File: src/verilog/pwrseq_pkg.sv
// constants shared by both ends of the power key / hard reset link
// assumes one 25 MHz clock on each end; times held in ms, counts derived
`default_nettype none

package pwrseq_pkg;

    // -------------------------------------------------------------------
    // timing
    // -------------------------------------------------------------------
    localparam logic [31:0] CLK_KHZ      = 32'h0000_61A8; // 25 MHz in kHz
    localparam logic [31:0] ON_MS        = 32'h0000_03E8; // 1000 ms
    localparam logic [31:0] ON_LOW_MS    = 32'h0000_1388; // 5000 ms
    localparam logic [31:0] CONFIRM_MS   = 32'h0000_0384; // 900 ms
    localparam logic [31:0] SERIAL_MS    = 32'h0000_00C8; // 200 ms
    localparam logic [31:0] OFF_MS       = 32'h0000_07D0; // 2000 ms
    localparam logic [31:0] RST_MS       = 32'h0000_00C8; // 200 ms
    localparam logic [31:0] TIMEOUT_MS   = 32'h0000_2710; // 10000 ms

    localparam logic [31:0] ON_CYC       = ON_MS * CLK_KHZ;
    localparam logic [31:0] ON_LOW_CYC   = ON_LOW_MS * CLK_KHZ;
    localparam logic [31:0] CONFIRM_CYC  = CONFIRM_MS * CLK_KHZ;
    localparam logic [31:0] SERIAL_CYC   = SERIAL_MS * CLK_KHZ;
    localparam logic [31:0] OFF_CYC      = OFF_MS * CLK_KHZ;
    localparam logic [31:0] RST_CYC      = RST_MS * CLK_KHZ;
    localparam logic [31:0] TIMEOUT_CYC  = TIMEOUT_MS * CLK_KHZ;

    // device-side internal durations, in cycles
    localparam logic [31:0] DETACH_CYC   = 32'h0000_0010;
    localparam logic [31:0] REBOOT_CYC   = 32'h0000_0040;
    localparam logic [31:0] CNT_MAX      = 32'hFFFF_FFFF;

    // -------------------------------------------------------------------
    // states
    // -------------------------------------------------------------------
    typedef enum logic [1:0] {DEV_OFF, DEV_ON, DEV_SHUT, DEV_BOOT} pwrseq_dev_t;
    typedef enum logic [2:0] {
        HOST_IDLE, HOST_ONKEY, HOST_ONWAIT, HOST_OFFKEY,
        HOST_OFFWAIT, HOST_RSTKEY, HOST_RSTWAIT
    } pwrseq_host_t;

endpackage

`default_nettype wire

File: src/verilog/pwrseq_if.sv
// pin bundle between host sequencer and module
// assumes testbench instantiates it and hooks both ends
`timescale 1ns/10ps
`default_nettype none

interface pwrseq_if;
    logic keyOut;        // host key driver level
    logic keyOe;         // host pulls key line
    logic powerKeyN;     // resolved key line
    logic rstOut;        // host reset driver level
    logic rstOe;         // host pulls reset line
    logic hardResetN;    // resolved reset line
    logic powerMonitor;  // module power state
    logic serialTx;      // host serial data to module

    // -------------------------------------------------------------------
    // open-collector resolution with internal pull-ups
    // -------------------------------------------------------------------
    assign powerKeyN  = ~(keyOe & ~keyOut);
    assign hardResetN = ~(rstOe & ~rstOut);

    modport host (
        output keyOut, keyOe, rstOut, rstOe, serialTx,
        input  powerKeyN, hardResetN, powerMonitor
    );
    modport device (
        input  powerKeyN, hardResetN,
        output powerMonitor
    );
endinterface

`default_nettype wire

File: src/verilog/pwrseq_host.sv
// host end: drives key and reset pulses, watches the power monitor
// assumes monitor pin is asynchronous; user requests on own clock
`timescale 1ns/10ps
`default_nettype none

module pwrseq_host #(
    parameter logic [31:0] ON_CYC      = pwrseq_pkg::ON_CYC,
    parameter logic [31:0] ON_LOW_CYC  = pwrseq_pkg::ON_LOW_CYC,
    parameter logic [31:0] OFF_CYC     = pwrseq_pkg::OFF_CYC,
    parameter logic [31:0] RST_CYC     = pwrseq_pkg::RST_CYC,
    parameter logic [31:0] CONFIRM_CYC = pwrseq_pkg::CONFIRM_CYC,
    parameter logic [31:0] SERIAL_CYC  = pwrseq_pkg::SERIAL_CYC,
    parameter logic [31:0] TIMEOUT_CYC = pwrseq_pkg::TIMEOUT_CYC
) (
    input  wire logic clock,
    input  wire logic rst,
    pwrseq_if.host    pins,
    input  wire logic powerOnReq,
    input  wire logic powerOffReq,
    input  wire logic hardResetReq,
    input  wire logic lowSupply,
    input  wire logic txData,
    output logic      busy,
    output logic      moduleOn,
    output logic      serialOk,
    output logic      done,
    output logic      timedOut
);
    pwrseq_pkg::pwrseq_host_t state_ff, nxt_state;
    logic [31:0] timer_ff;
    logic [31:0] highCnt_ff;
    logic        monS1_ff, monS2_ff;
    logic        keyOe_ff, rstOe_ff;
    logic        moduleOn_ff, serialOk_ff, tx_ff;
    logic        done_ff, timedOut_ff;

    // -------------------------------------------------------------------
    // state decode
    // -------------------------------------------------------------------
    wire logic monHigh   = monS2_ff;
    wire logic inKey     = (state_ff == pwrseq_pkg::HOST_ONKEY)
                         | (state_ff == pwrseq_pkg::HOST_OFFKEY)
                         | (state_ff == pwrseq_pkg::HOST_RSTKEY);
    wire logic inWait    = (state_ff == pwrseq_pkg::HOST_ONWAIT)
                         | (state_ff == pwrseq_pkg::HOST_OFFWAIT)
                         | (state_ff == pwrseq_pkg::HOST_RSTWAIT);
    wire logic idle      = (state_ff == pwrseq_pkg::HOST_IDLE);
    wire logic confirmed = (highCnt_ff >= CONFIRM_CYC);
    wire logic waitOver  = (timer_ff >= TIMEOUT_CYC);

    // pulse length of the current key or reset pulse, minus one
    wire logic [31:0] onNeed  = lowSupply ? ON_LOW_CYC : ON_CYC;
    wire logic [31:0] keyNeed = (state_ff == pwrseq_pkg::HOST_ONKEY)  ? onNeed
                              : (state_ff == pwrseq_pkg::HOST_OFFKEY) ? OFF_CYC
                              : RST_CYC;
    wire logic        keyEnd  = (timer_ff == (keyNeed - 32'h0000_0001));

    // -------------------------------------------------------------------
    // monitor synchroniser and high-time counter
    // -------------------------------------------------------------------
    // two flops before any logic looks at the pin
    always_ff @(posedge clock or posedge rst) begin
        if (rst) begin
            monS1_ff <= 1'b0;
            monS2_ff <= 1'b0;
        end else begin
            monS1_ff <= pins.powerMonitor;
            monS2_ff <= monS1_ff;
        end
    end

    // restarted by every pulse so a stale high cannot confirm
    always_ff @(posedge clock or posedge rst) begin
        if (rst) begin
            highCnt_ff <= 32'h0000_0000;
        end else if (!monHigh || inKey) begin
            highCnt_ff <= 32'h0000_0000;
        end else if (!confirmed) begin
            highCnt_ff <= highCnt_ff + 32'h0000_0001;
        end
    end

    // -------------------------------------------------------------------
    // sequencer
    // -------------------------------------------------------------------
    // requests accepted only when idle; reset beats off beats on
    always_comb begin
        nxt_state = state_ff;
        case (state_ff)
            pwrseq_pkg::HOST_IDLE: begin
                if (hardResetReq && monHigh) begin
                    nxt_state = pwrseq_pkg::HOST_RSTKEY;
                end else if (powerOffReq && monHigh) begin
                    nxt_state = pwrseq_pkg::HOST_OFFKEY;
                end else if (powerOnReq && !monHigh) begin
                    nxt_state = pwrseq_pkg::HOST_ONKEY;
                end
            end
            pwrseq_pkg::HOST_ONKEY: begin
                if (keyEnd) begin
                    nxt_state = pwrseq_pkg::HOST_ONWAIT;
                end
            end
            pwrseq_pkg::HOST_OFFKEY: begin
                if (keyEnd) begin
                    nxt_state = pwrseq_pkg::HOST_OFFWAIT;
                end
            end
            pwrseq_pkg::HOST_RSTKEY: begin
                if (keyEnd) begin
                    nxt_state = pwrseq_pkg::HOST_RSTWAIT;
                end
            end
            pwrseq_pkg::HOST_ONWAIT,
            pwrseq_pkg::HOST_RSTWAIT: begin
                if (confirmed || waitOver) begin
                    nxt_state = pwrseq_pkg::HOST_IDLE;
                end
            end
            pwrseq_pkg::HOST_OFFWAIT: begin
                if (!monHigh || waitOver) begin
                    nxt_state = pwrseq_pkg::HOST_IDLE;
                end
            end
            default: nxt_state = pwrseq_pkg::HOST_IDLE;
        endcase
    end

    // completion flags for the user side
    wire logic leaving  = inWait & (nxt_state == pwrseq_pkg::HOST_IDLE);
    wire logic goodEnd  = (state_ff == pwrseq_pkg::HOST_OFFWAIT) ? !monHigh : confirmed;

    // state and pulse timer
    always_ff @(posedge clock or posedge rst) begin
        if (rst) begin
            state_ff <= pwrseq_pkg::HOST_IDLE;
            timer_ff <= 32'h0000_0000;
        end else begin
            state_ff <= nxt_state;
            timer_ff <= (nxt_state != state_ff) ? 32'h0000_0000 : timer_ff + 32'h0000_0001;
        end
    end

    // -------------------------------------------------------------------
    // pin drivers
    // -------------------------------------------------------------------
    // pulls low only; release leaves the line to the pull-up
    always_ff @(posedge clock or posedge rst) begin
        if (rst) begin
            keyOe_ff <= 1'b0;
            rstOe_ff <= 1'b0;
        end else begin
            keyOe_ff <= (nxt_state == pwrseq_pkg::HOST_ONKEY)
                      | (nxt_state == pwrseq_pkg::HOST_OFFKEY);
            rstOe_ff <= (nxt_state == pwrseq_pkg::HOST_RSTKEY);
        end
    end

    assign pins.keyOut = 1'b0;
    assign pins.keyOe  = keyOe_ff;
    assign pins.rstOut = 1'b0;
    assign pins.rstOe  = rstOe_ff;

    // serial gate: low while off, starting up or in transition
    always_ff @(posedge clock or posedge rst) begin
        if (rst) begin
            serialOk_ff <= 1'b0;
            tx_ff       <= 1'b0;
        end else begin
            serialOk_ff <= idle & (highCnt_ff >= SERIAL_CYC);
            tx_ff       <= serialOk_ff & txData;
        end
    end

    assign pins.serialTx = tx_ff;

    // -------------------------------------------------------------------
    // user status
    // -------------------------------------------------------------------
    // done and timedOut pulse once as a wait ends
    always_ff @(posedge clock or posedge rst) begin
        if (rst) begin
            moduleOn_ff <= 1'b0;
            done_ff     <= 1'b0;
            timedOut_ff <= 1'b0;
        end else begin
            moduleOn_ff <= monHigh & confirmed & !inKey;
            done_ff     <= leaving & goodEnd;
            timedOut_ff <= leaving & !goodEnd;
        end
    end

    assign busy     = !idle;
    assign moduleOn = moduleOn_ff;
    assign serialOk = serialOk_ff;
    assign done     = done_ff;
    assign timedOut = timedOut_ff;
endmodule

`default_nettype wire

File: src/flat_wrapper.sv
// flat-port wrapper written by rule: the top's interface ports become plain ports
module pwrseq_host_flat 
#(
    parameter logic [31:0] ON_CYC      = pwrseq_pkg::ON_CYC,
    parameter logic [31:0] ON_LOW_CYC  = pwrseq_pkg::ON_LOW_CYC,
    parameter logic [31:0] OFF_CYC     = pwrseq_pkg::OFF_CYC,
    parameter logic [31:0] RST_CYC     = pwrseq_pkg::RST_CYC,
    parameter logic [31:0] CONFIRM_CYC = pwrseq_pkg::CONFIRM_CYC,
    parameter logic [31:0] SERIAL_CYC  = pwrseq_pkg::SERIAL_CYC,
    parameter logic [31:0] TIMEOUT_CYC = pwrseq_pkg::TIMEOUT_CYC
)
  (clock, rst, powerOnReq, powerOffReq, hardResetReq, lowSupply, txData, busy, moduleOn, serialOk, done, timedOut, pins_keyOut, pins_keyOe, pins_rstOut, pins_rstOe, pins_serialTx, pins_powerMonitor);
  pwrseq_if pins_i ();
  input  wire logic clock;
  input  wire logic rst;
  input  wire logic powerOnReq;
  input  wire logic powerOffReq;
  input  wire logic hardResetReq;
  input  wire logic lowSupply;
  input  wire logic txData;
  output logic busy;
  output logic moduleOn;
  output logic serialOk;
  output logic done;
  output logic timedOut;
  output wire logic [$bits(pins_i.keyOut)-1:0] pins_keyOut;
  output wire logic [$bits(pins_i.keyOe)-1:0] pins_keyOe;
  output wire logic [$bits(pins_i.rstOut)-1:0] pins_rstOut;
  output wire logic [$bits(pins_i.rstOe)-1:0] pins_rstOe;
  output wire logic [$bits(pins_i.serialTx)-1:0] pins_serialTx;
  input wire logic [$bits(pins_i.powerMonitor)-1:0] pins_powerMonitor;
  assign pins_keyOut = pins_i.keyOut;
  assign pins_keyOe = pins_i.keyOe;
  assign pins_rstOut = pins_i.rstOut;
  assign pins_rstOe = pins_i.rstOe;
  assign pins_serialTx = pins_i.serialTx;
  assign pins_i.powerMonitor = pins_powerMonitor;
  pwrseq_host #(.ON_CYC(ON_CYC), .ON_LOW_CYC(ON_LOW_CYC), .OFF_CYC(OFF_CYC), .RST_CYC(RST_CYC), .CONFIRM_CYC(CONFIRM_CYC), .SERIAL_CYC(SERIAL_CYC), .TIMEOUT_CYC(TIMEOUT_CYC)) u_core (.clock(clock), .rst(rst), .pins(pins_i), .powerOnReq(powerOnReq), .powerOffReq(powerOffReq), .hardResetReq(hardResetReq), .lowSupply(lowSupply), .txData(txData), .busy(busy), .moduleOn(moduleOn), .serialOk(serialOk), .done(done), .timedOut(timedOut));
endmodule
File: config.mk
export PLATFORM = sky130hd
export DESIGN_NAME = pwrseq_host_flat
export DESIGN_NICKNAME = d
export VERILOG_FILES = /design/src/verilog/pwrseq_pkg.sv /design/src/verilog/pwrseq_if.sv /design/src/verilog/pwrseq_host.sv /design/src/flat_wrapper.sv
export SDC_FILE = /design/constraint.sdc
export NUM_CORES = 1
export LEC_CHECK = 0
export BUFFER_PORTS_ARGS = -buffer_cell sky130_fd_sc_hd__buf_2
export CORE_MARGIN = 2
export CORE_UTILIZATION = 35
export DETAILED_ROUTE_END_ITERATION = 8
export PLACE_DENSITY_LB_ADDON = 0.2
export SLEW_MARGIN = 20
export SYNTH_ARGS = -nofsm -noshare
export SYNTH_HDL_FRONTEND = slang
export SYNTH_SLANG_ARGS = --single-unit
File: constraint.sdc
create_clock -name clock -period 4.9 [get_ports clock]
set_input_delay 0.49 -clock clock [delete_from_list [all_inputs] [get_ports clock]]
set_output_delay 0.49 -clock clock [all_outputs]
set_load 0.01 [all_outputs]
# After elaboration in Yosys (flattened, before gate mapping)
# Cells that the tools add are included.
# word_totals
register_bits	76
inputBits	8
elab_cells	71
# op_classes
add_sub_neg	3
order_cmp	3
eq_ne	12
n_mux	16
bitwise	12
reduce_logical	13
# ops
cell	count
32-bit two-way mux	4
32-bit by 1-bit adder with 32-bit output (second input constant)	2
32-bit equality test	1
32-bit by 23-bit greater-or-equal comparator with 1-bit output (second input constant)	1
32-bit by 25-bit greater-or-equal comparator with 1-bit output (second input constant)	1
32-bit by 28-bit greater-or-equal comparator with 1-bit output (second input constant)	1
32-bit by 1-bit subtractor with 32-bit output (second input constant)	1
27-bit two-way mux	1
26-bit two-way mux	1
3-bit two-way mux	8
3-bit case mux with 6 select lines	1
3-bit equality test (second input constant)	4
3-bit by 2-bit equality test with 1-bit output (second input constant)	3
1-bit AND	7
3-bit by 1-bit equality test with 1-bit output (second input constant)	2
3-bit logical NOT	2
1-bit OR	5
1-bit logical NOT	4
1-bit logical AND	3
1-bit logical OR	3
3-bit != test	1
2-bit != test (second input constant)	1
2-bit OR reduction	1
1-bit two-way mux	1

# Longest topological paths before layout
# depth
ltp_word	10
mapped_depth	10

# Least setup slack after synthesis
# No wires, ideal clock.
# synth_path
path_kind	register to register
startpoint	reg u_core.timer_ff[31]
endpoint	reg u_core.timer_ff[24]
setup_time_ns	0.119
t_arrival_ns	2.188
setup_slack_ns	2.593
stages_incl_launch_ff	9
cell_sequence	dfrtp_1 or4_4 nor4b_2 o2111a_2 and2_4 a31oi_4 o31ai_4 buf_6 nor2_2
# synth_between
elab_chain_len	6
word_cells_on_any_way	12
classes_between	order compare: 1; eq/ne: 2; mux: 7; reduce/logical: 2
# synth_lines
item	line	rtl
from (decl)	pwrseq_host.sv:30	logic [31:0] timer_ff;
from (signal assigned)	pwrseq_host.sv:140	timer_ff <= (nxt_state != state_ff) ? 32'h0000_0000 : timer_ff + 32'h0000_0001;
32-bit by 28-bit greater-or-equal comparator with 1-bit output	pwrseq_host.sv:49	wire logic waitOver = (timer_ff >= TIMEOUT_CYC);
1-bit logical OR (on tied branches)	pwrseq_host.sv:121, pwrseq_host.sv:116	
3-bit two-way mux (on tied branches)	pwrseq_host.sv:121, pwrseq_host.sv:116	
3-bit case mux with 6 select lines (*)	pwrseq_host.sv:89	case (state_ff)
3-bit != test (*)	pwrseq_host.sv:140	
32-bit two-way mux (*)	pwrseq_host.sv:140	
# Every way passes the cells marked *; elsewhere a longest branch is shown, timed or not.
# A chain may end at the register's enable or synchronous reset.

# Worst setup path after layout
# layout_path
startpoint	reg u_core.state_ff[2]
endpoint	reg u_core.timer_ff[2]
# layout_between
elab_chain_len	9
word_cells_on_any_way	23
classes_between	add/sub: 1; eq/ne: 8; mux: 12; reduce/logical: 2
# layout_lines
item	line	rtl
from (decl)	pwrseq_host.sv:29	pwrseq_pkg::pwrseq_host_t state_ff, nxt_state;
from (signal assigned)	pwrseq_host.sv:136	state_ff <= pwrseq_pkg::HOST_IDLE;
from (signal assigned)	pwrseq_host.sv:139	state_ff <= nxt_state;
3-bit by 2-bit equality test with 1-bit output	pwrseq_host.sv:54, pwrseq_host.sv:89	
26-bit two-way mux	pwrseq_host.sv:54	: (state_ff == pwrseq_pkg::HOST_OFFKEY) ? OFF_CYC
32-bit two-way mux	pwrseq_host.sv:53	wire logic [31:0] keyNeed = (state_ff == pwrseq_pkg::HOST_ONKEY) ? onNeed
32-bit by 1-bit subtractor with 32-bit output	pwrseq_host.sv:56	wire logic keyEnd = (timer_ff == (keyNeed - 32'h0000_0001));
32-bit equality test	pwrseq_host.sv:56	
3-bit two-way mux (on tied branches)	pwrseq_host.sv:110, pwrseq_host.sv:100, pwrseq_host.sv:105	
3-bit case mux with 6 select lines	pwrseq_host.sv:89	
3-bit != test (*)	pwrseq_host.sv:140	
32-bit two-way mux (*)	pwrseq_host.sv:140	
# Marked as above.

==> summary by stage <==
Status
The run finished with clean final reports.

Critical path
The reg-to-reg startpoint is u_core.state_ff[2]. The critical path in this run is classified as reg2reg. Counting both buffers and inverters, the worst setup path holds a total of 1. The slowest stage of the critical path belongs to the cell o31ai_4.

The critical path goes through nand2b_1 > nand2_1 > o32ai_1 > and4_2 > a31oi_4 > o31ai_4 > buf_4 > nor2_1. Among cell families on the critical path, the largest total delay comes from compound AO/OA/AOI/OAI gates. The delay of the slowest critical-path stage is 0.85 ns.

The worst setup path is captured at a register. STA classifies the critical path startpoint as a register. STA puts the critical path data required time at between 5 and 6 ns. At the worst endpoint, the arrival time is roughly 3.5 ns. The worst register-to-register path has a depth of 8. The critical path crosses 8 cells after its start point. The endpoint of the worst-slack reg-to-reg timing path is u_core.timer_ff[2]. In this run the worst path has a maximum fanout of 20. The register-to-register setup slack is around 1.6 ns.

Floorplan
The die boundary height is approximately 120 um. The overall die width is ~120 um. The floorplan has 41 rows. The number of placed I/O pins is 18. The die covers around 0.014 sq mm. The placeable core region is about 0.013 sq mm. For this configuration, the core starts out at a cell density of 35.7%.

Detailed routing
The antenna violation net count after detailed routing is 0. The number of iterations in the first detailed-routing pass is 5. After detailed routing, the number of vias per cell comes to 5.18. The wire length reported by the detailed router is roughly 9800 um. In the final routed layout, each cell accounts on average for about 14 um.

The first routing iteration left between 200 and 300 violations. The routed layout has about 3500 vias. After detailed routing, the number of remaining DRC violations is 0.

Final layout
In the layout the commonest cells are dfrtp_1 (76), nor2_1 (51), nand2_1 (37). The most frequent standard cell in the layout excluding fill and tap cells is dfrtp_1. The total area of multi-input combinational cells is 0.00238 sq mm. In the final layout, the share of cells above drive strength 1 is between 10% and 20%.

Compared with the post-synthesis result, the final layout area differs by 10.7%. The sequential cell area in the final layout is ~0.0019 sq mm. The utilization of the core after routing is 39.5%. After filler insertion, the fill cell instance count of the layout stands at between 1000 and 1500. The net count of the finished layout is 513. The total inserted antenna cells is 0.

STA
The worst hold margin is between 0.2 and 0.3 ns. The minimum period implied by the final worst setup slack is ~3.3 ns. The number of max-slew violations in the final report is 0.

The number of hold violations in the final report was 0. The accumulated negative setup slack is 0 ns. Setup violations remaining at the end of the flow were counted as 0. The post-route fraction of the period consumed by the critical path is around 68%. The transition at the pin with the smallest max-transition slack is 1.00 ns. Setup repair after global routing left no endpoint under its margin. The remaining max-slew budget at the tightest pin is about 33%. Timing would allow up to just over 0.3 GHz. The largest clock skew in the final design is between 0.006 and 0.007 ns.

Worst hold path
The instance count along the most critical hold path is 1. The end point of the worst hold path is u_core.monS1_ff. The worst hold path begins at pins_powerMonitor.

The worst hold path belongs to the class in2reg.

Synthesis
Synthesis inferred 76 register bits. Summing every instance area after synthesis gives between 0.004 and 0.005 sq mm. The post-synthesis sequential area ratio is 42.2%. The fraction of registers with async set or reset after synthesis is between 90% and 100%. A synthesized cell averages around 9 sq um.

Yosys printed 0 warnings. The synthesized design contains 0 enable-type register cells. In the synthesized netlist the dominant register cell turns out to be dfrtp_1. The number of standard cells after synthesis is 502. The netlist uses 68 different library cells.

Global routing
The number of antenna violations at the first check in global routing is 0. The pin count of the biggest net entering global routing is a little under 80. The global-route usage over all layers is ~15%. The via count of the first global-routing pass is between 3000 and 4000. The first global-routing pass estimated about 17000 um of wire. The final global-route overflow total is 0.

Clocking
The number of CTS-inserted buffers is 9. The clock reaches the later pin of the worst-skew pair after between 0.3 and 0.4 ns. The number of gates given a new drive strength after cts is 0. The hold-fix buffer count after cts is 0. TritonCTS built the clock tree. The post-CTS clock slew at the launch and capture registers of the worst setup and hold paths is about 0.060 ns. The number of sinks on the clock net is 76. The cell sitting at the root of the clock tree is a clkbuf_16. In this run the deepest clock path goes through 2 buffers. CTS built an H-tree with a depth of 3.

The post-CTS setup buffer count is 0.

Power
In this run the static leakage power is between 2 and 2.5 nW. The worst vdd rail ir drop is 0.178 mV. In this run the power density over the cells is a little under 400 mW/mm^2.

Placement
The HPWL after detailed placement is a little under 7000 um. The congestion estimate from routability-driven global placement came to between 0.8 and 0.9. The count of input and output buffers is 15.

Job
The number of max-cap violations is 0.
## routing by layer
layer	global-route usage (%)	vias to the layer above	routed length (um)
met1	22.2	1686	5070
met5	0	-	0
met3	2.91	9	400
met2	22.3	69	4180
li1	-	1747	-
met4	4.97	0	131
## through the flow
stage	total power, mW	cells	setup slack, ns	area [sq um]
floorplan	1.20	503	2.47	4510
global placement	1.26	662	1.64	4670
detailed placement	1.26	662	1.56	4670
CTS	1.99	678	1.55	4990
global route	2.09	678	1.35	4990
finish	1.96	678	1.59	4990
## Yosys cell counts (5+ instances only)
| library cell | instances | area [sq um] |
|---|---|---|
| nand4_1 | 8 | 50.1 |
| nor4_1 | 13 | 81.3 |
| xnor2_1 | 36 | 315 |
| xor2_1 | 12 | 105 |
| o21ai_0 | 8 | 40.0 |
| nor3_1 | 29 | 145 |
| or3_1 | 8 | 50.1 |
| a21oi_1 | 20 | 100 |
| buf_2 | 9 | 45.0 |
| dfrtp_1 | 76 | 1900 |
| and3_1 | 12 | 75.1 |
| nand3_1 | 23 | 115 |
| nand2_1 | 37 | 139 |
| nor2_1 | 51 | 191 |
| inv_1 | 19 | 71.3 |
| and2_1 | 9 | 56.3 |
| clkbuf_1 | 16 | 60.1 |
| nor2_2 | 30 | 188 |
| a31oi_1 | 5 | 31.3 |
## flip-flops by register name, indices dropped and copies added (netlist names)
signal / flops
u_core.done: 1
u_core.highCnt_ff: 32
u_core.moduleOn: 1
u_core.monHigh: 1
u_core.monS1_ff: 1
u_core.pins.keyOe: 1
u_core.pins.rstOe: 1
u_core.pins.serialTx: 1
u_core.serialOk: 1
u_core.state_ff: 3
u_core.timedOut: 1
u_core.timer_ff: 32
## kinds of logic after synthesis
kind of cell / count (synthesis) / synth area share, %
and+or+nand+nor: 252 / 30.4
DFF: 76 / 42.2
AOI/OAI and AO/OA: 66 / 10.6
buffers and inverters: 50 / 5.11
xor gates and xnor gates: 48 / 9.33
muxes: 5 / 1.17
adders and majority gates: 4 / 1.11
other: 1 / 0.0832
## worst reg2reg max path: cells and delay by family, from the launching register on
family          cells  cell delay (ns)
flops               1             0.67
buf+inv             1             0.43
compound gates      3             1.16
simple gates        4             0.93
## how the worst max path moves through the flow
stage                                   from                  to  slack (ns)
after floorplan                          rst         u_core.done        2.47
after global placement    u_core.state_ff[2]  u_core.timer_ff[2]        1.64
after detailed placement  u_core.state_ff[2]  u_core.timer_ff[2]        1.56
after CTS                 u_core.state_ff[2]  u_core.timer_ff[2]        1.55
after global routing      u_core.state_ff[2]  u_core.timer_ff[2]        1.35
final                     u_core.state_ff[2]  u_core.timer_ff[2]        1.59
## area by class of cell
class	instances	share of cell area, %
clock buffer	9	4.51
clock inverter	7	1.96
inverter	19	1.45
multi-input combinational	377	47.7
sequential	76	38.1
tap	172	4.31
timing repair buffer	18	1.96
## power by group
| part | switching (mW) | total (mW) | internal [mW] | leakage, nW |
|---|---|---|---|---|
| combinational | 0.330 | 0.499 | 0.168 | 0.810 |
| clock | 0.269 | 0.717 | 0.448 | 0.152 |
| sequential | 0.0768 | 0.744 | 0.667 | 1.04 |
| total | 0.676 | 1.96 | 1.28 | 2.00 |
Note: power is estimated with default switching activity, not from simulation.
